<file path="src/pmss_fifo.sv">
package pmss_pkg;
    // APB register map, byte addresses
    localparam int PMSS_AW = 8;
    localparam logic [7:0] PMSS_OFF_CTRL = 8'h00;
    localparam logic [7:0] PMSS_OFF_STATE = 8'h04;
    localparam logic [7:0] PMSS_OFF_TXCTRL = 8'h08;
    localparam logic [7:0] PMSS_OFF_TXDATA = 8'h0c;
    localparam logic [7:0] PMSS_OFF_STATUS = 8'h10;
    localparam logic [7:0] PMSS_OFF_TIMING = 8'h14;
    // Mode control fields
    localparam int PMSS_CTRL_MOD = 0;
    localparam int PMSS_CTRL_HI = 1;
    localparam int PMSS_CTRL_SPR = 2;
    localparam int PMSS_CTRL_ALT = 4;
    localparam int PMSS_CTRL_SACK = 5;
    localparam int PMSS_CTRL_SCR = 6;
    localparam int PMSS_CTRL_EXT = 7;
    localparam logic [7:0] PMSS_CTRL_RST = 8'h40;
    localparam int PMSS_TXCTRL_HDR = 4;
    localparam logic [1:0] PMSS_SPR_STD = 2'h0;
    localparam logic [1:0] PMSS_SPR_X2 = 2'h1;
    localparam logic [1:0] PMSS_SPR_X4 = 2'h2;
    // Reference clock in kHz, 125 MHz
    localparam logic [16:0] PMSS_CLK_KHZ = 17'h1e848;
    localparam int PMSS_CLK_MHZ = 125;
    // Chip rates in kchip/s
    localparam logic [9:0] PMSS_CR_300 = 10'h12c;
    localparam logic [9:0] PMSS_CR_600 = 10'h258;
    localparam logic [9:0] PMSS_CR_400 = 10'h190;
    localparam logic [9:0] PMSS_CR_1000 = 10'h3e8;
    // Payload rates in kb/s
    localparam logic [10:0] PMSS_DR_20 = 11'h014;
    localparam logic [10:0] PMSS_DR_40 = 11'h028;
    localparam logic [10:0] PMSS_DR_100 = 11'h064;
    localparam logic [10:0] PMSS_DR_200 = 11'h0c8;
    localparam logic [10:0] PMSS_DR_400 = 11'h190;
    localparam logic [10:0] PMSS_DR_250 = 11'h0fa;
    localparam logic [10:0] PMSS_DR_500 = 11'h1f4;
    localparam logic [10:0] PMSS_DR_1000 = 11'h3e8;
    // Chips per data bit
    localparam logic [3:0] PMSS_CPB_BPSK = 4'hf;
    localparam logic [3:0] PMSS_CPB_STD = 4'h4;
    localparam logic [3:0] PMSS_CPB_X2 = 4'h2;
    localparam logic [3:0] PMSS_CPB_X4 = 4'h1;
    // Symbol periods in microseconds and cycles
    localparam logic [5:0] PMSS_SYM_US_50 = 6'h32;
    localparam logic [5:0] PMSS_SYM_US_25 = 6'h19;
    localparam logic [5:0] PMSS_SYM_US_40 = 6'h28;
    localparam logic [5:0] PMSS_SYM_US_16 = 6'h10;
    localparam int PMSS_SYM50_CYC = int'(PMSS_SYM_US_50) * PMSS_CLK_MHZ;
    localparam int PMSS_SYM25_CYC = int'(PMSS_SYM_US_25) * PMSS_CLK_MHZ;
    localparam int PMSS_SYM40_CYC = int'(PMSS_SYM_US_40) * PMSS_CLK_MHZ;
    localparam int PMSS_SYM16_CYC = int'(PMSS_SYM_US_16) * PMSS_CLK_MHZ;
    // Acknowledge time in symbol periods
    localparam logic [3:0] PMSS_ACK_STD = 4'hc;
    localparam logic [3:0] PMSS_ACK_LO = 4'h2;
    localparam logic [3:0] PMSS_ACK_HI = 4'h3;
    // Spreading pattern and scrambler seed, arbitrary values
    localparam logic [15:0] PMSS_PN = 16'h3a5c;
    localparam logic [6:0] PMSS_SCR_SEED = 7'h7f;
    localparam int PMSS_FIFO_W = 8;
    localparam int PMSS_FIFO_D = 16;

    typedef enum logic [2:0] {
        PMSS_SH_RC10 = 3'b000,
        PMSS_SH_SIN_RC02 = 3'b001,
        PMSS_SH_RC02 = 3'b010,
        PMSS_SH_SIN = 3'b011,
        PMSS_SH_RC08 = 3'b100
    } pmss_shape_e;

    typedef enum logic [1:0] {
        PMSS_ST_IDLE = 2'b00,
        PMSS_ST_FETCH = 2'b01,
        PMSS_ST_WAITD = 2'b10,
        PMSS_ST_SEND = 2'b11
    } pmss_state_e;
endpackage : pmss_pkg

`timescale 1ns/100ps
`default_nettype none
module pmss_fifo #(
    parameter int W = 8,
    parameter int D = 16
) (
    // Clock and reset
    input wire logic clk,
    input wire logic rst_n,
    // Fill side
    input wire logic wr_valid,
    output logic wr_ready,
    input wire logic [W-1:0] wr_data,
    // Drain side, data registered one cycle after the pop
    output logic rd_valid,
    input wire logic rd_ready,
    output logic [W-1:0] rd_data,
    output logic [$clog2(D):0] count
);
    localparam int AW = $clog2(D);
    logic [W-1:0] mem [D];
    logic [AW-1:0] wp_ff, rp_ff, nxt_wp, nxt_rp;
    logic [AW:0] cnt_ff, nxt_cnt;
    logic [W-1:0] rd_data_ff, nxt_rd_data;
    logic push, pop;

    always_comb begin
        push = wr_valid && (cnt_ff != (AW+1)'(D));
        pop = rd_ready && (cnt_ff != '0);
        nxt_wp = push ? wp_ff + 1'b1 : wp_ff;
        nxt_rp = pop ? rp_ff + 1'b1 : rp_ff;
        nxt_cnt = cnt_ff + (AW+1)'(push) - (AW+1)'(pop);
        nxt_rd_data = pop ? mem[rp_ff] : rd_data_ff;
    end

    always_ff @(posedge clk or negedge rst_n) begin
        if (!rst_n) begin
            wp_ff <= '0;
            rp_ff <= '0;
            cnt_ff <= '0;
            rd_data_ff <= '0;
        end else begin
            wp_ff <= nxt_wp;
            rp_ff <= nxt_rp;
            cnt_ff <= nxt_cnt;
            rd_data_ff <= nxt_rd_data;
        end
    end

    always_ff @(posedge clk) begin
        if (push) begin
            mem[wp_ff] <= wr_data;
        end
    end

    assign wr_ready = (cnt_ff != (AW+1)'(D));
    assign rd_valid = (cnt_ff != '0);
    assign rd_data = rd_data_ff;
    assign count = cnt_ff;
endmodule : pmss_fifo
`default_nettype wire

</file>
<file path="src/pmss_mode_codec.sv">
`timescale 1ns/100ps
`default_nettype none
module pmss_mode_codec #(
    parameter int unsigned SYM50_CYC = pmss_pkg::PMSS_SYM50_CYC,
    parameter int unsigned SYM25_CYC = pmss_pkg::PMSS_SYM25_CYC,
    parameter int unsigned SYM40_CYC = pmss_pkg::PMSS_SYM40_CYC,
    parameter int unsigned SYM16_CYC = pmss_pkg::PMSS_SYM16_CYC
) (
    // Clock and reset
    input wire logic pclk,
    input wire logic presetn,
    // APB slave
    input wire logic psel,
    input wire logic penable,
    input wire logic pwrite,
    input wire logic [pmss_pkg::PMSS_AW-1:0] paddr,
    input wire logic [31:0] pwdata,
    output logic [31:0] prdata,
    output logic pready,
    output logic pslverr,
    // Chip stream to the modulator
    output logic chip_strobe,
    output logic chip_data,
    output logic [2:0] pulse_shape,
    output logic payload_active,
    output logic symbol_tick
);
    import pmss_pkg::*;

    logic [7:0] cfg_ff, nxt_cfg;
    logic trx_on_ff, nxt_trx_on;
    logic pready_ff, nxt_pready, pslverr_ff, nxt_pslverr;
    logic [31:0] prdata_ff, nxt_prdata;
    logic mod, hi, alt, sack, scen;
    logic [1:0] spr;
    logic [9:0] chip_k;
    logic [10:0] pay_kb;
    logic [3:0] base_cpb, pay_cpb, cur_cpb, ack_sym;
    logic [2:0] shape;
    logic [5:0] sym_us;
    logic [12:0] sym_cyc;
    logic scr_act;
    logic is_ctrl, is_state, is_txctrl, is_txdata, is_status, is_timing, mapped;
    logic access, done, start, push;
    logic fifo_wr_ready, fifo_rd_valid, fifo_rd_ready;
    logic [7:0] fifo_rd_data;
    logic [4:0] fifo_count;
    pmss_state_e st_ff, nxt_st;

    // Mode decode; the extended-mode bit does not alter rates
    always_comb begin
        mod = cfg_ff[PMSS_CTRL_MOD];
        hi = cfg_ff[PMSS_CTRL_HI];
        spr = cfg_ff[PMSS_CTRL_SPR +: 2];
        alt = cfg_ff[PMSS_CTRL_ALT];
        sack = cfg_ff[PMSS_CTRL_SACK];
        scen = cfg_ff[PMSS_CTRL_SCR];
        if (!mod) begin
            chip_k = hi ? PMSS_CR_600 : PMSS_CR_300;
            base_cpb = PMSS_CPB_BPSK;
            pay_cpb = PMSS_CPB_BPSK;
            pay_kb = hi ? PMSS_DR_40 : PMSS_DR_20;
            shape = PMSS_SH_RC10;
            sym_us = hi ? PMSS_SYM_US_25 : PMSS_SYM_US_50;
            sym_cyc = hi ? 13'(SYM25_CYC) : 13'(SYM50_CYC);
        end else begin
            // Chip rate set by hi alone, spreading choice cannot move it
            chip_k = hi ? PMSS_CR_1000 : PMSS_CR_400;
            base_cpb = PMSS_CPB_STD;
            case (spr)
                PMSS_SPR_X2: pay_cpb = PMSS_CPB_X2;
                PMSS_SPR_X4: pay_cpb = PMSS_CPB_X4;
                default: pay_cpb = PMSS_CPB_STD;
            endcase
            case (spr)
                PMSS_SPR_X2: pay_kb = hi ? PMSS_DR_500 : PMSS_DR_200;
                PMSS_SPR_X4: pay_kb = hi ? PMSS_DR_1000 : PMSS_DR_400;
                default: pay_kb = hi ? PMSS_DR_250 : PMSS_DR_100;
            endcase
            if (hi) begin
                shape = alt ? PMSS_SH_RC08 : PMSS_SH_SIN;
            end else begin
                shape = alt ? PMSS_SH_RC02 : PMSS_SH_SIN_RC02;
            end
            sym_us = hi ? PMSS_SYM_US_16 : PMSS_SYM_US_40;
            sym_cyc = hi ? 13'(SYM16_CYC) : 13'(SYM40_CYC);
        end
        if (sack && mod && (spr == PMSS_SPR_X2 || spr == PMSS_SPR_X4)) begin
            ack_sym = hi ? PMSS_ACK_HI : PMSS_ACK_LO;
        end else begin
            ack_sym = PMSS_ACK_STD;
        end
        scr_act = mod && (spr == PMSS_SPR_X4) && scen;
    end

    // APB slave: one wait state, so the read mux and full check are registered
    always_comb begin
        is_ctrl = (paddr == PMSS_OFF_CTRL);
        is_state = (paddr == PMSS_OFF_STATE);
        is_txctrl = (paddr == PMSS_OFF_TXCTRL);
        is_txdata = (paddr == PMSS_OFF_TXDATA);
        is_status = (paddr == PMSS_OFF_STATUS);
        is_timing = (paddr == PMSS_OFF_TIMING);
        mapped = is_ctrl | is_state | is_txctrl | is_txdata | is_status | is_timing;
        access = psel && penable;
        done = access && pready_ff;
        // Full FIFO holds the bus off rather than dropping the byte
        nxt_pready = access && !pready_ff && !(pwrite && is_txdata && !fifo_wr_ready);
        nxt_pslverr = nxt_pready && (!mapped || (pwrite && is_ctrl && trx_on_ff));
        nxt_prdata = '0;
        if (nxt_pready && !pwrite) begin
            if (is_ctrl) nxt_prdata = {24'h0, cfg_ff};
            if (is_state) nxt_prdata = {30'h0, (st_ff != PMSS_ST_IDLE), trx_on_ff};
            if (is_txdata) nxt_prdata = {27'h0, fifo_count};
            if (is_status) nxt_prdata = {4'h0, ack_sym, shape, pay_kb, chip_k};
            if (is_timing) nxt_prdata = {26'h0, sym_us};
        end
        nxt_cfg = cfg_ff;
        if (done && pwrite && is_ctrl && !trx_on_ff) begin
            nxt_cfg = pwdata[7:0];
        end
        nxt_trx_on = (done && pwrite && is_state) ? pwdata[0] : trx_on_ff;
        push = done && pwrite && is_txdata;
        start = done && pwrite && is_txctrl && pwdata[0] && trx_on_ff && (st_ff == PMSS_ST_IDLE);
    end

    always_ff @(posedge pclk or negedge presetn) begin
        if (!presetn) begin
            cfg_ff <= PMSS_CTRL_RST;
            trx_on_ff <= 1'b0;
            pready_ff <= 1'b0;
            pslverr_ff <= 1'b0;
            prdata_ff <= '0;
        end else begin
            cfg_ff <= nxt_cfg;
            trx_on_ff <= nxt_trx_on;
            pready_ff <= nxt_pready;
            pslverr_ff <= nxt_pslverr;
            prdata_ff <= nxt_prdata;
        end
    end

    pmss_fifo #(.W(PMSS_FIFO_W), .D(PMSS_FIFO_D)) u_fifo (
        .clk(pclk),
        .rst_n(presetn),
        .wr_valid(push),
        .wr_ready(fifo_wr_ready),
        .wr_data(pwdata[7:0]),
        .rd_valid(fifo_rd_valid),
        .rd_ready(fifo_rd_ready),
        .rd_data(fifo_rd_data),
        .count(fifo_count)
    );

    // Chip sequencer
    logic [16:0] acc_ff, nxt_acc, acc_sum;
    logic tick;
    logic [7:0] byte_ff, nxt_byte;
    logic [2:0] bit_ff, nxt_bit;
    logic [3:0] chip_ff, nxt_chip, hdr_ff, nxt_hdr;
    logic [6:0] lfsr_ff, nxt_lfsr;
    logic pay_ff, nxt_pay, cs_ff, nxt_cs, cd_ff, nxt_cd, raw;
    logic [2:0] shape_ff;

    always_comb begin
        // Phase accumulator in kHz: remainder carries over, so no drift
        acc_sum = acc_ff + {7'h0, chip_k};
        tick = trx_on_ff && (acc_sum >= PMSS_CLK_KHZ);
        nxt_acc = !trx_on_ff ? '0 : (tick ? acc_sum - PMSS_CLK_KHZ : acc_sum);
        cur_cpb = pay_ff ? pay_cpb : base_cpb;
        raw = byte_ff[bit_ff] ^ PMSS_PN[chip_ff];
        nxt_st = st_ff;
        nxt_byte = byte_ff;
        nxt_bit = bit_ff;
        nxt_chip = chip_ff;
        nxt_hdr = hdr_ff;
        nxt_lfsr = lfsr_ff;
        nxt_pay = pay_ff;
        nxt_cs = 1'b0;
        nxt_cd = cd_ff;
        fifo_rd_ready = 1'b0;
        case (st_ff)
            PMSS_ST_IDLE: begin
                if (start) begin
                    nxt_hdr = pwdata[PMSS_TXCTRL_HDR +: 4];
                    nxt_lfsr = PMSS_SCR_SEED;
                    nxt_pay = 1'b0;
                    nxt_st = PMSS_ST_FETCH;
                end
            end
            PMSS_ST_FETCH: begin
                // An empty FIFO at a byte boundary ends the frame
                fifo_rd_ready = fifo_rd_valid;
                nxt_st = fifo_rd_valid ? PMSS_ST_WAITD : PMSS_ST_IDLE;
            end
            PMSS_ST_WAITD: begin
                nxt_byte = fifo_rd_data;
                nxt_bit = '0;
                nxt_chip = '0;
                nxt_pay = (hdr_ff == '0);
                nxt_st = PMSS_ST_SEND;
            end
            PMSS_ST_SEND: begin
                if (tick) begin
                    nxt_cs = 1'b1;
                    if (pay_ff && scr_act) begin
                        nxt_cd = raw ^ lfsr_ff[0];
                        nxt_lfsr = {lfsr_ff[0] ^ lfsr_ff[1], lfsr_ff[6:1]};
                    end else begin
                        nxt_cd = raw;
                    end
                    if (chip_ff == cur_cpb - 4'h1) begin
                        nxt_chip = '0;
                        nxt_bit = bit_ff + 3'h1;
                        if (bit_ff == 3'h7) begin
                            nxt_hdr = (hdr_ff != '0) ? hdr_ff - 4'h1 : hdr_ff;
                            nxt_st = PMSS_ST_FETCH;
                        end
                    end else begin
                        nxt_chip = chip_ff + 4'h1;
                    end
                end
            end
            default: nxt_st = PMSS_ST_IDLE;
        endcase
        if (!trx_on_ff) begin
            nxt_st = PMSS_ST_IDLE;
            nxt_cs = 1'b0;
        end
    end

    always_ff @(posedge pclk or negedge presetn) begin
        if (!presetn) begin
            st_ff <= PMSS_ST_IDLE;
            acc_ff <= '0;
            byte_ff <= '0;
            bit_ff <= '0;
            chip_ff <= '0;
            hdr_ff <= '0;
            lfsr_ff <= PMSS_SCR_SEED;
            pay_ff <= 1'b0;
            cs_ff <= 1'b0;
            cd_ff <= 1'b0;
            shape_ff <= PMSS_SH_RC10;
        end else begin
            st_ff <= nxt_st;
            acc_ff <= nxt_acc;
            byte_ff <= nxt_byte;
            bit_ff <= nxt_bit;
            chip_ff <= nxt_chip;
            hdr_ff <= nxt_hdr;
            lfsr_ff <= nxt_lfsr;
            pay_ff <= nxt_pay;
            cs_ff <= nxt_cs;
            cd_ff <= nxt_cd;
            shape_ff <= shape;
        end
    end

    // Symbol period timer; hi selects the shorter period in either modulation
    logic [12:0] sym_cnt_ff, nxt_sym_cnt;
    logic sym_tick_ff, nxt_sym_tick;

    always_comb begin
        nxt_sym_tick = trx_on_ff && (sym_cnt_ff == sym_cyc - 13'h1);
        if (!trx_on_ff || nxt_sym_tick) begin
            nxt_sym_cnt = '0;
        end else begin
            nxt_sym_cnt = sym_cnt_ff + 13'h1;
        end
    end

    always_ff @(posedge pclk or negedge presetn) begin
        if (!presetn) begin
            sym_cnt_ff <= '0;
            sym_tick_ff <= 1'b0;
        end else begin
            sym_cnt_ff <= nxt_sym_cnt;
            sym_tick_ff <= nxt_sym_tick;
        end
    end

    assign prdata = prdata_ff;
    assign pready = pready_ff;
    assign pslverr = pslverr_ff;
    assign chip_strobe = cs_ff;
    assign chip_data = cd_ff;
    assign pulse_shape = shape_ff;
    assign payload_active = pay_ff;
    assign symbol_tick = sym_tick_ff;

    // Helpers for the checks below
    logic [8:0] gap_ff, gap_lo;
    logic gap_seen_ff, raw_ff, sym_seen_ff;
    logic [12:0] sym_gap_ff;
    always_ff @(posedge pclk or negedge presetn) begin
        if (!presetn) begin
            gap_ff <= '0;
            gap_seen_ff <= 1'b0;
            raw_ff <= 1'b0;
            sym_gap_ff <= '0;
            sym_seen_ff <= 1'b0;
        end else begin
            gap_ff <= tick ? 9'h1 : gap_ff + 9'h1;
            gap_seen_ff <= trx_on_ff && (gap_seen_ff || tick);
            raw_ff <= raw;
            sym_gap_ff <= sym_tick_ff ? 13'h1 : sym_gap_ff + 13'h1;
            sym_seen_ff <= trx_on_ff && (sym_seen_ff || sym_tick_ff);
        end
    end
    assign gap_lo = 9'(PMSS_CLK_KHZ / {7'h0, chip_k});
endmodule : pmss_mode_codec
`default_nettype wire

</file>
<file path="config.mk">
export PLATFORM = sky130hd
export DESIGN_NAME = pmss_mode_codec
export DESIGN_NICKNAME = d
export VERILOG_FILES = /design/src/pmss_fifo.sv /design/src/pmss_mode_codec.sv
export SDC_FILE = /design/constraint.sdc
export NUM_CORES = 1
export LEC_CHECK = 0
export CORE_ASPECT_RATIO = 0.6
export CORE_MARGIN = 2
export CORE_UTILIZATION = 25
export CTS_CLUSTER_DIAMETER = 60
export CTS_CLUSTER_SIZE = 10
export DETAILED_ROUTE_END_ITERATION = 7
export DONT_BUFFER_PORTS = 1
export PLACE_DENSITY = 0.49
export SETUP_SLACK_MARGIN = 0.1
export SLEW_MARGIN = 10
export SYNTH_ARGS = -nofsm -noshare
export SYNTH_HDL_FRONTEND = slang
export SYNTH_SLANG_ARGS = --single-unit
</file>
<file path="constraint.sdc">
create_clock -name pclk -period 3.68 [get_ports pclk]
set_clock_uncertainty 0.1 [all_clocks]
set_input_delay 0.184 -clock pclk [delete_from_list [all_inputs] [get_ports pclk]]
set_output_delay 0.184 -clock pclk [all_outputs]
set_load 0.01 [all_outputs]
</file>
==> results.cfg, run 1 <==
[status]
status = finished, violations left
violations = hold timing

[clocking]
cts_sinks = 248
clock_latency_ps = 560
path_clk_slew_ps = 60
cts_max_level = 1
numCtsBuffers = 30
cts_tree = yes
cts_root_buffer = clkbuf_16
cts_buffer_depth = 3

[setup_path]
worstRegToRegCells = 15
cp_data_required_time_ps = 4050
r2r-end = hdr_ff[0]
crit_top_cell = buf_4
cpMaxStageDelayCell = dfrtp_1
max_stage_delay_ps = 400
startpoint = cfg_ff[1]
r2r_slack_ps = 230
crit_chain = inv_2, ha_4, inv_1, ha_1, o211a_1, o31a_1, buf_4, o2111ai_1, o311ai_4, o21ai_2, nor3_4, buf_6, buf_4, a31oi_4, mux2i_1
startpoint_type = register
endpoint = hdr_ff[0]
crit_path_end_kind = register
critPathKind = register to register
cp.arrival_ps = 3830
rr_startpoint = cfg_ff[1]
worstPathMaxFanout = 5

[sta]
max_freq_mhz = 289
slew_headroom = 0.365
setup_viol = 0
hold_viol = 1
finalCritPeriodShare = 0.939
whs_ps = -2.77
fin_crit_ps = 3450
tightest_slew_ps = 950
setup_tns_ps = 0
drv_slew = 0
rsz0062_at_grt = no

[die]
start_util = 0.256
die_h_um = 171
rows = 60
die_w_um = 282
dieArea_um2 = 48000
core_um2 = 45200
design.portCount = 86

[power]
irDropWorstVdd_mv = 0.322
combPwrFrac = 0.021
swShare = 0.212
p_seq_frac = 0.514
p_sw_mw = 1.21
intPower_mw = 4.52
p_clk_frac = 0.465
p_leak_nw = 5.26
power_density_nw_per_um2 = 410

[synth]
yosys-top-cells-area = edfxtp_1 33%, dfrtp_1 24%, mux4_2 8.2%
ys_seq_elements = 248
syn_avg_cell_area_um2 = 13.3
synth_warnings = 0
synth_cell_types = 78
synthFlopType = edfxtp_1
ys_seq_area_frac = 0.593
syn_inst = 868
synth_top_area_frac = 0.333
yosysTopAreaCell = edfxtp_1
async_reset_ff_frac = 0.484
netlist_area_um2 = 11600
synth_edf_count = 128

[route]
drt_first_iter_violations = 481
drc = 0
routed_wl_um = 29000
ant_nets = 0
vias = 7263
avgViaCountPerCell = 4.57
drtPass1Iterations = 6
wire_per_inst_um = 18.2

[global_routing]
grt_remaining_overflow = 0
grt_pass1_wl_um = 44300
grt_max_degree = 121
grt_pass1_vias = 7130
grt_usage = 0.122
antenna_found_initial = 1

[finish]
area_growth_pct = 20.8
layout_commonest_cell = edfxtp_1
fillerInstances = 4587
fin_nets = 1031
layout-drive-gt1-share = 0.221
mostFrequentLayoutCells = 128 x edfxtp_1, 111 x dfrtp_1, 77 x nand2_1, 66 x nor2_1, 56 x buf_4

[placed_design]
gp_congestion = 0.772
port_buffers = 0
hpwlAfterDp_um = 19600

[worst_hold_path]
hp-class = input port to register
min_from = paddr[3]

[run]
drv_cap = 0
## cell type report
cell class	instances	area [µm²]	area share
sequential	248	6860	0.491
multi-input combinational	545	4590	0.329
clock buffer	48	840	0.0601
tap	620	776	0.0556
timing repair buffer	81	706	0.0505
inverter	39	146	0.0105
clock inverter	6	35.0	0.00251
antenna	4	10.0	0.000717
## critical path, delay by kind of cell, from the launching register on
kind | cells | cell delay, ps
flops | 1 | 400
compound gates | 6 | 1370
buf+inv | 5 | 590
fa+ha+maj | 2 | 620
mux | 1 | 210
simple gates | 1 | 80
## stage by stage
stage                     std cells   util  worst slack [ps]  total power, mW  instance area [µm²]
after floorplan                 873      -               123             3.03                11600
after global placement         1496  0.277              27.8             3.04                12500
after detailed placement       1496  0.277             0.657             3.04                12500
after CTS                      1573  0.302              72.3             5.80                13700
after global routing           1587  0.309              84.4             5.95                14000
final                          1591  0.309               225             5.73                14000
## flip-flops by register name, indices dropped and copies added (netlist names)
name / count
hdr_ff: 4
u_fifo.rp_ff: 4
chip_ff: 4
pulse_shape: 3
cfg_ff: 8
symbol_tick: 1
byte_ff: 8
payload_active: 1
sym_cnt_ff: 13
u_fifo.mem: 128
chip_strobe: 1
acc_ff: 15
pready: 1
u_fifo.wp_ff: 4
prdata: 25
lfsr_ff: 7
trx_on_ff: 1
pslverr: 1
u_fifo.count: 5
st_ff: 2
u_fifo.rd_data: 8
bit_ff: 3
chip_data: 1
## power by group through the flow
stage	Sequential [mW]	Combinational, mW	Clock (mW)
finish	2.94	0.119	2.67
global route	2.94	0.133	2.88
CTS	2.94	0.120	2.74
detailed placement	3.00	0.0400	0
global placement	3.00	0.0396	0
floorplan	2.99	0.0388	0
## cell usage after synthesis (all sizes together) (3+ instances only)
cell type	number
edfxtp	128
dfrtp	112
nand2	77
nor2	68
mux4	42
ha	39
inv	37
xnor2	30
a21oi	28
o21ai	27
clkbuf	25
and2	23
mux2	20
buf	16
xor2	16
nand3	15
nand4	12
mux2i	11
nor4	11
nor3	9
or3	9
and3	8
dfstp	8
o22a	8
a21o	7
o21a	6
a211oi	5
a32oi	5
a22oi	4
a31o	4
a21boi	3
a311oi	3
nand2b	3
nand3b	3
nor3b	3
o211ai	3
o22ai	3
## timing repair
| item | CTS | global route |
|---|---|---|
| setup endpoints to repair | 26 | 34 |
| hold buffers | 21 | 0 |
| resized for setup | 10 | 39 |
| cloned | 0 | 0 |
| setup buffers | 2 | 14 |
| endpoints found under the hold margin | 272 | 0 |
| pin swaps | 2 | 10 |
## worst min path at each step
| stage | to | slack (ps) | depth (start not counted) |
|---|---|---|---|
| floorplan | acc_ff[10] | -210 | 0 |
| global placement | byte_ff[0] | -200 | 0 |
| detailed placement | u_fifo.rp_ff[1] | -200 | 0 |
| CTS | prdata[0] | 2 | 4 |
| global route | prdata[2] | 30 | 3 |
| finish | prdata[0] | -3 | 4 |
## kinds of logic (layout without fill, tap and decap cells)
family          Yosys count  count (layout)  share of synthesized area
simple gates            253             253                      0.109
flops                   248             248                      0.593
compound gates          126             126                     0.0763
buf+inv                  80             174                     0.0293
mux                      73              73                      0.111
xor+xnor                 46              46                     0.0349
fa+ha+maj                41              41                     0.0457
other cells               1              10                   0.000324
## layer usage
metal | up-vias | share of wire | track usage
met2 | 199 | 0.38 | 0.155
met1 | 3684 | 0.53 | 0.201
li1 | 3346 | - | -
met4 | 0 | 0.017 | 0.0252
met3 | 34 | 0.070 | 0.0291
met5 | - | 0 | 0
(Power assumes the default switching activity.)
==> run 2: changes to the inputs <==
- ABC_AREA: default -> 1
==> results.cfg, run 2 <==
[synth]
syn_avg_cell_area_um2 = 10.1
syn_inst = 1178
yosys-top-cells-area = edfxtp_1 32%, dfrtp_1 24%, nand2_1 6.4%
synth_top_area_frac = 0.324
synth_warnings = 0
netlist_area_um2 = 11900
ys_top_cells_by_count = 203 x nand2_1, 151 x nor2_1, 128 x edfxtp_1
synth_edf_count = 128
async_reset_ff_frac = 0.484
ys_seq_elements = 248
yosysMostFrequentCell = nand2_1
yosysTopAreaCell = edfxtp_1
synthFlopType = edfxtp_1
synth_cell_types = 54
ys_seq_area_frac = 0.577

[power]
power.total_mw = 9.50
power_density_nw_per_um2 = 688
p_sw_mw = 3.53
irDropWorstVdd_mv = 0.337
p_clk_frac = 0.280
intPower_mw = 5.97
p_leak_nw = 5.63
swShare = 0.371
combPwrFrac = 0.338
p_seq_frac = 0.382

[global_routing]
grt_pass1_wl_um = 48400
grt_pass1_vias = 8039
antenna_found_initial = 2
grt_usage = 0.125
grt_max_degree = 121
grt_remaining_overflow = 0

[setup_path]
max_stage_delay_ps = 400
cp.depth = 18
startpoint_type = register
worstPathMaxFanout = 13
cp_data_required_time_ps = 4020
crit_path_end_kind = register
worstRegToRegCells = 18
rr_startpoint = cfg_ff[0]
r2r_slack_ps = 360
startpoint = cfg_ff[0]
critPathBufInv = 3
crit_chain = inv_1, buf_6, ha_1, inv_1, ha_2, nand2_1, nor2_1, nand3_1, nand3_2, nand3_1, nand2_1, nand2_1, nor2_4, nand3_4, nand2_8, nand3_1, nand2_1, nand2_1
r2r-end = hdr_ff[0]
crit_top_cell = nand2_1
cpMaxStageDelayCell = ha_2
critPathKind = register to register
cp.arrival_ps = 3660
path_delay_family = simple AND/OR/NAND/NOR gates

[sta]
tightest_slew_ps = 844
finalCritPeriodShare = 0.903
fin_crit_ps = 3320
setup_tns_ps = 0
slew_headroom = 0.438
drv_slew = 0
setup_viol = 0
final.setup.worst_slack_ps = 359
rsz0062_at_grt = yes
max_freq_mhz = 301
hold_viol = 0

[route]
drt_first_iter_violations = 705
wire_per_inst_um = 16.5
ant_nets = 0
routed_wl_um = 30800
vias = 8463
avgViaCountPerCell = 4.52
drtPass1Iterations = 7
drc = 0

[clocking]
numCtsBuffers = 29
cts_root_buffer = clkbuf_16
cts_tree = yes
cts_max_level = 1
cts_buffer_depth = 3
clock_latency_ps = 570
path_clk_slew_ps = 60
cts_sinks = 248

[worst_hold_path]
hold-path-cell-count = 4
min_from = psel
hp-class = input port to register
whs_endpoint = u_fifo.wp_ff[0]

[finish]
area_growth_pct = 16.3
layout_commonest_cell = nand2_1
final_area_um2 = 13800
top_register = u_fifo.mem
layout-drive-gt1-share = 0.0952
fin_nets = 1303
largest_register_ffs = 128
fillerInstances = 4765
mostFrequentLayoutCells = 202 x nand2_1, 151 x nor2_1, 128 x edfxtp_1, 113 x inv_1, 111 x dfrtp_1

[placed_design]
port_buffers = 0
hpwlAfterDp_um = 21600
placed_area_um2 = 12700
preCtsSetupSlack_ps = 201
gp_congestion = 0.822

[die]
core_um2 = 46600
start_util = 0.255
die_h_um = 173
die_w_um = 285
design.portCount = 86
dieArea_um2 = 49300
rows = 61

[status]
status = completed

[run]
drv_cap = 0
==> run 2: cell types whose count changed after synthesis, sizes merged, moves of 10 or more <==
| cell | previous run | this run |
|---|---|---|
| and2 | 23 | 0 |
| inv | 37 | 118 |
| mux2 | 20 | 3 |
| mux2i | 11 | 21 |
| mux4 | 42 | 0 |
| nand2 | 77 | 212 |
| nand3 | 15 | 56 |
| nor2 | 68 | 152 |
| o211ai | 3 | 15 |
| o21ai | 27 | 80 |
| o221ai | 1 | 22 |
| xnor2 | 30 | 10 |
==> run 2: per-layer routing <==
metal  vias to the layer above  part of all wire  GRT usage
met4                         2             0.015     0.0201
met3                        39             0.050     0.0253
met2                       192              0.38      0.162
met1                      4124              0.56      0.208
met5                         -           0.00023          0
li1                       4106                 -          -
==> run 2: worst register-to-register path: cells and delay by family, from the launching register on <==
kind / cells / cell delay (ps)
adder cells (fa/ha/maj): 2 / 590
buffers and inverters: 3 / 420
AND/OR/NAND/NOR: 13 / 1680
flip-flops: 1 / 390
==> run 2: final cells by class <==
type	count	area, µm²	share of cell area
antenna	1	2.50	0.000181
multi-input combinational	765	4390	0.318
sequential	248	6860	0.497
inverter	123	462	0.0334
timing repair buffer	50	447	0.0324
tap	630	788	0.0571
clock buffer	52	832	0.0603
clock inverter	2	28.8	0.00208
==> run 2: timing repair <==
action                                  CTS  global route
endpoints found under the setup margin    0            27
buffers inserted                          0             0
hold buffers                             20             0
resized for setup                         0             9
hold endpoints to repair                278             0
==> run 2: through the flow <==
stage / util / cells / hold WS (ps)
2_1_floorplan: - / 1183 / -212
3_3_place_gp: 0.272 / 1796 / -209
3_5_place_dp: 0.272 / 1796 / -207
4_1_cts: 0.295 / 1870 / 37.1
5_1_grt: 0.296 / 1871 / 79.5
6_report: 0.296 / 1871 / 54.0
==> run 2: kinds of logic (layout without fill, tap and decap cells) <==
logic type,count (synthesis),after routing,synth area share
AND/OR/NAND/NOR,477,477,0.176
buffers and inverters,170,227,0.0583
XOR/XNOR,31,31,0.0241
multiplexers,24,24,0.0205
AO/OA/AOI/OAI,186,186,0.0991
flip-flops,248,248,0.577
other,1,7,0.000316
adder cells (fa/ha/maj),41,41,0.0445
==> run 2: power by group through the flow <==
stage / registers [mW] / clock network [mW] / logic (mW)
2_1_floorplan: 3.54 / 0 / 2.49
3_3_place_gp: 3.68 / 0 / 3.06
3_5_place_dp: 3.69 / 0 / 3.11
4_1_cts: 3.64 / 2.74 / 3.20
5_1_grt: 3.69 / 2.87 / 3.65
6_report: 3.63 / 2.66 / 3.21
==> run 2: worst max-delay path by stage <==
stage	endpoint	slack, ps
global placement	bit_ff[0]	270
finish	hdr_ff[0]	360
global route	bit_ff[0]	90
floorplan	chip_ff[0]	450
detailed placement	bit_ff[0]	200
CTS	bit_ff[0]	180
==> run 3: changes to the inputs <==
- SETUP_SLACK_MARGIN: 0.1 -> 0.5
==> results.cfg, run 3 (synthesized netlist as in run 2, its figures left out) <==
[die]
die_h_um = 173
dieArea_um2 = 49300
die_w_um = 285
core_um2 = 46600
start_util = 0.255
design.portCount = 86
rows = 61

[sta]
tightest_slew_ps = 858
rsz0062_at_grt = no
fin_crit_ps = 3000
slew_headroom = 0.428
drv_slew = 0
max_freq_mhz = 333
finalCritPeriodShare = 0.815
setup_viol = 0
hold_viol = 0
whs_ps = 72.4
setup_tns_ps = 0

[power]
p_leak_nw = 5.77
power_density_nw_per_um2 = 696
irDropWorstVdd_mv = 0.390

[clocking]
numCtsBuffers = 30
clock_latency_ps = 560
cts_max_level = 1
path_clk_slew_ps = 60
cts_buffer_depth = 3
cts_sinks = 248
cts_root_buffer = clkbuf_16
cts_tree = yes

[route]
routed_wl_um = 30600
avgViaCountPerCell = 4.46
wire_per_inst_um = 16.2
ant_nets = 0
drtPass1Iterations = 5
drt_first_iter_violations = 685
drc = 0
vias = 8417

[setup_path]
cp.arrival_ps = 3410
crit_chain = inv_2, buf_12, ha_2, inv_2, ha_4, nand2_1, nor2_2, nand3_4, nand2_4, nand2_4, xor2_4, nand3_2, nor2_4, nand3_4, nand2_8, buf_4, nand4_1, nand2_1
path_delay_family = simple AND/OR/NAND/NOR gates
critPathBufInv = 4
worstPathMaxFanout = 13
startpoint_type = register
cpMaxStageDelayCell = dfrtp_1
cp_data_required_time_ps = 4090
max_stage_delay_ps = 400
crit_path_end_kind = register
critPathKind = register to register

[status]
status = completed

[finish]
mostFrequentLayoutCells = 194 x nand2_1, 148 x nor2_1, 128 x edfxtp_1, 109 x inv_1, 109 x dfrtp_1
fillerInstances = 4740
diodes = 0
layout_commonest_cell = nand2_1
layout-drive-gt1-share = 0.131
top_register = u_fifo.mem
final_core_util = 0.304
area_growth_pct = 19.6
fin_nets = 1319
stdcell_count = 1886
largest_register_ffs = 128

[global_routing]
grt_remaining_overflow = 0
grt_max_degree = 121
grt_pass1_vias = 7966
grt_usage = 0.123
grt_pass1_wl_um = 47600
antenna_found_initial = 1

[placed_design]
gp_congestion = 0.836
place_inst = 1797
port_buffers = 0
hpwlAfterDp_um = 21200

[worst_hold_path]
hp-class = input port to async pin

[run]
drv_cap = 0
-- run 3: cell types whose count changed in the layout (fill, tap and decap cells not counted), moves of 4 or more --
cell / delta
buf_4: +13
ha_1: -4
inv_1: -4
nand2_1: -8
nand2_4: +7
nand3_1: -4
nand3_4: +5
-- run 3: what timing repair did --
action / in CTS / in global routing
gates resized for setup: 23 / 35
endpoints found under the hold margin: 277 / 0
pin swaps: 6 / 18
gates cloned: 1 / 0
setup buffers: 4 / 9
hold buffers: 20 / 0
endpoints found under the setup margin: 33 / 34
-- run 3: final cells by class --
type	count	area (µm²)	area share
clock buffers	52	875	0.0616
clock inverters	3	46.3	0.00326
inverters	123	465	0.0328
multi-input cells	766	4600	0.324
flip-flops and latches	248	6860	0.483
well taps	630	788	0.0555
repair buffers	64	564	0.0397
-- run 3: report_power, final --
part | internal [mW] | switching [mW] | leakage, nW
sequential | 3.31 | 0.366 | 2.64
clock | 1.67 | 1.15 | 0.438
combinational | 1.26 | 2.12 | 2.70
total | 6.24 | 3.64 | 5.77
-- run 3: final timing paths --
path | startpoint | end | slack, ps | cells past startpoint
max in group asynchronous | presetn | u_fifo.rp_ff[0] | 2750 | 2
min in group pclk | paddr[4] | prdata[13] | 120 | 4
setup reg to reg | cfg_ff[0] | lfsr_ff[6] | 680 | 18
hold reg to reg | lfsr_ff[4] | lfsr_ff[4] | 360 | 2
setup / recovery | cfg_ff[0] | lfsr_ff[6] | 680 | 18
hold / removal | presetn | chip_strobe | 70 | 2
-- run 3: per-layer routing --
metal	track usage	routed length, µm	vias up	part of all wire
met3	0.0237	1530	44	0.050
met4	0.0273	542	2	0.018
li1	-	-	4133	-
met1	0.203	16800	4061	0.55
met2	0.159	11700	177	0.38
met5	0	11	-	0.00036
-- run 3: metrics by stage --
step           instance area, µm²  power [mW]  setup WS [ps]
2_1_floorplan               11900        6.03            509
3_3_place_gp                12700        6.72            344
3_5_place_dp                12700        6.77            305
4_1_cts                     14000        9.79            531
5_1_grt                     14200        10.6            502
6_report                    14200        9.88            679
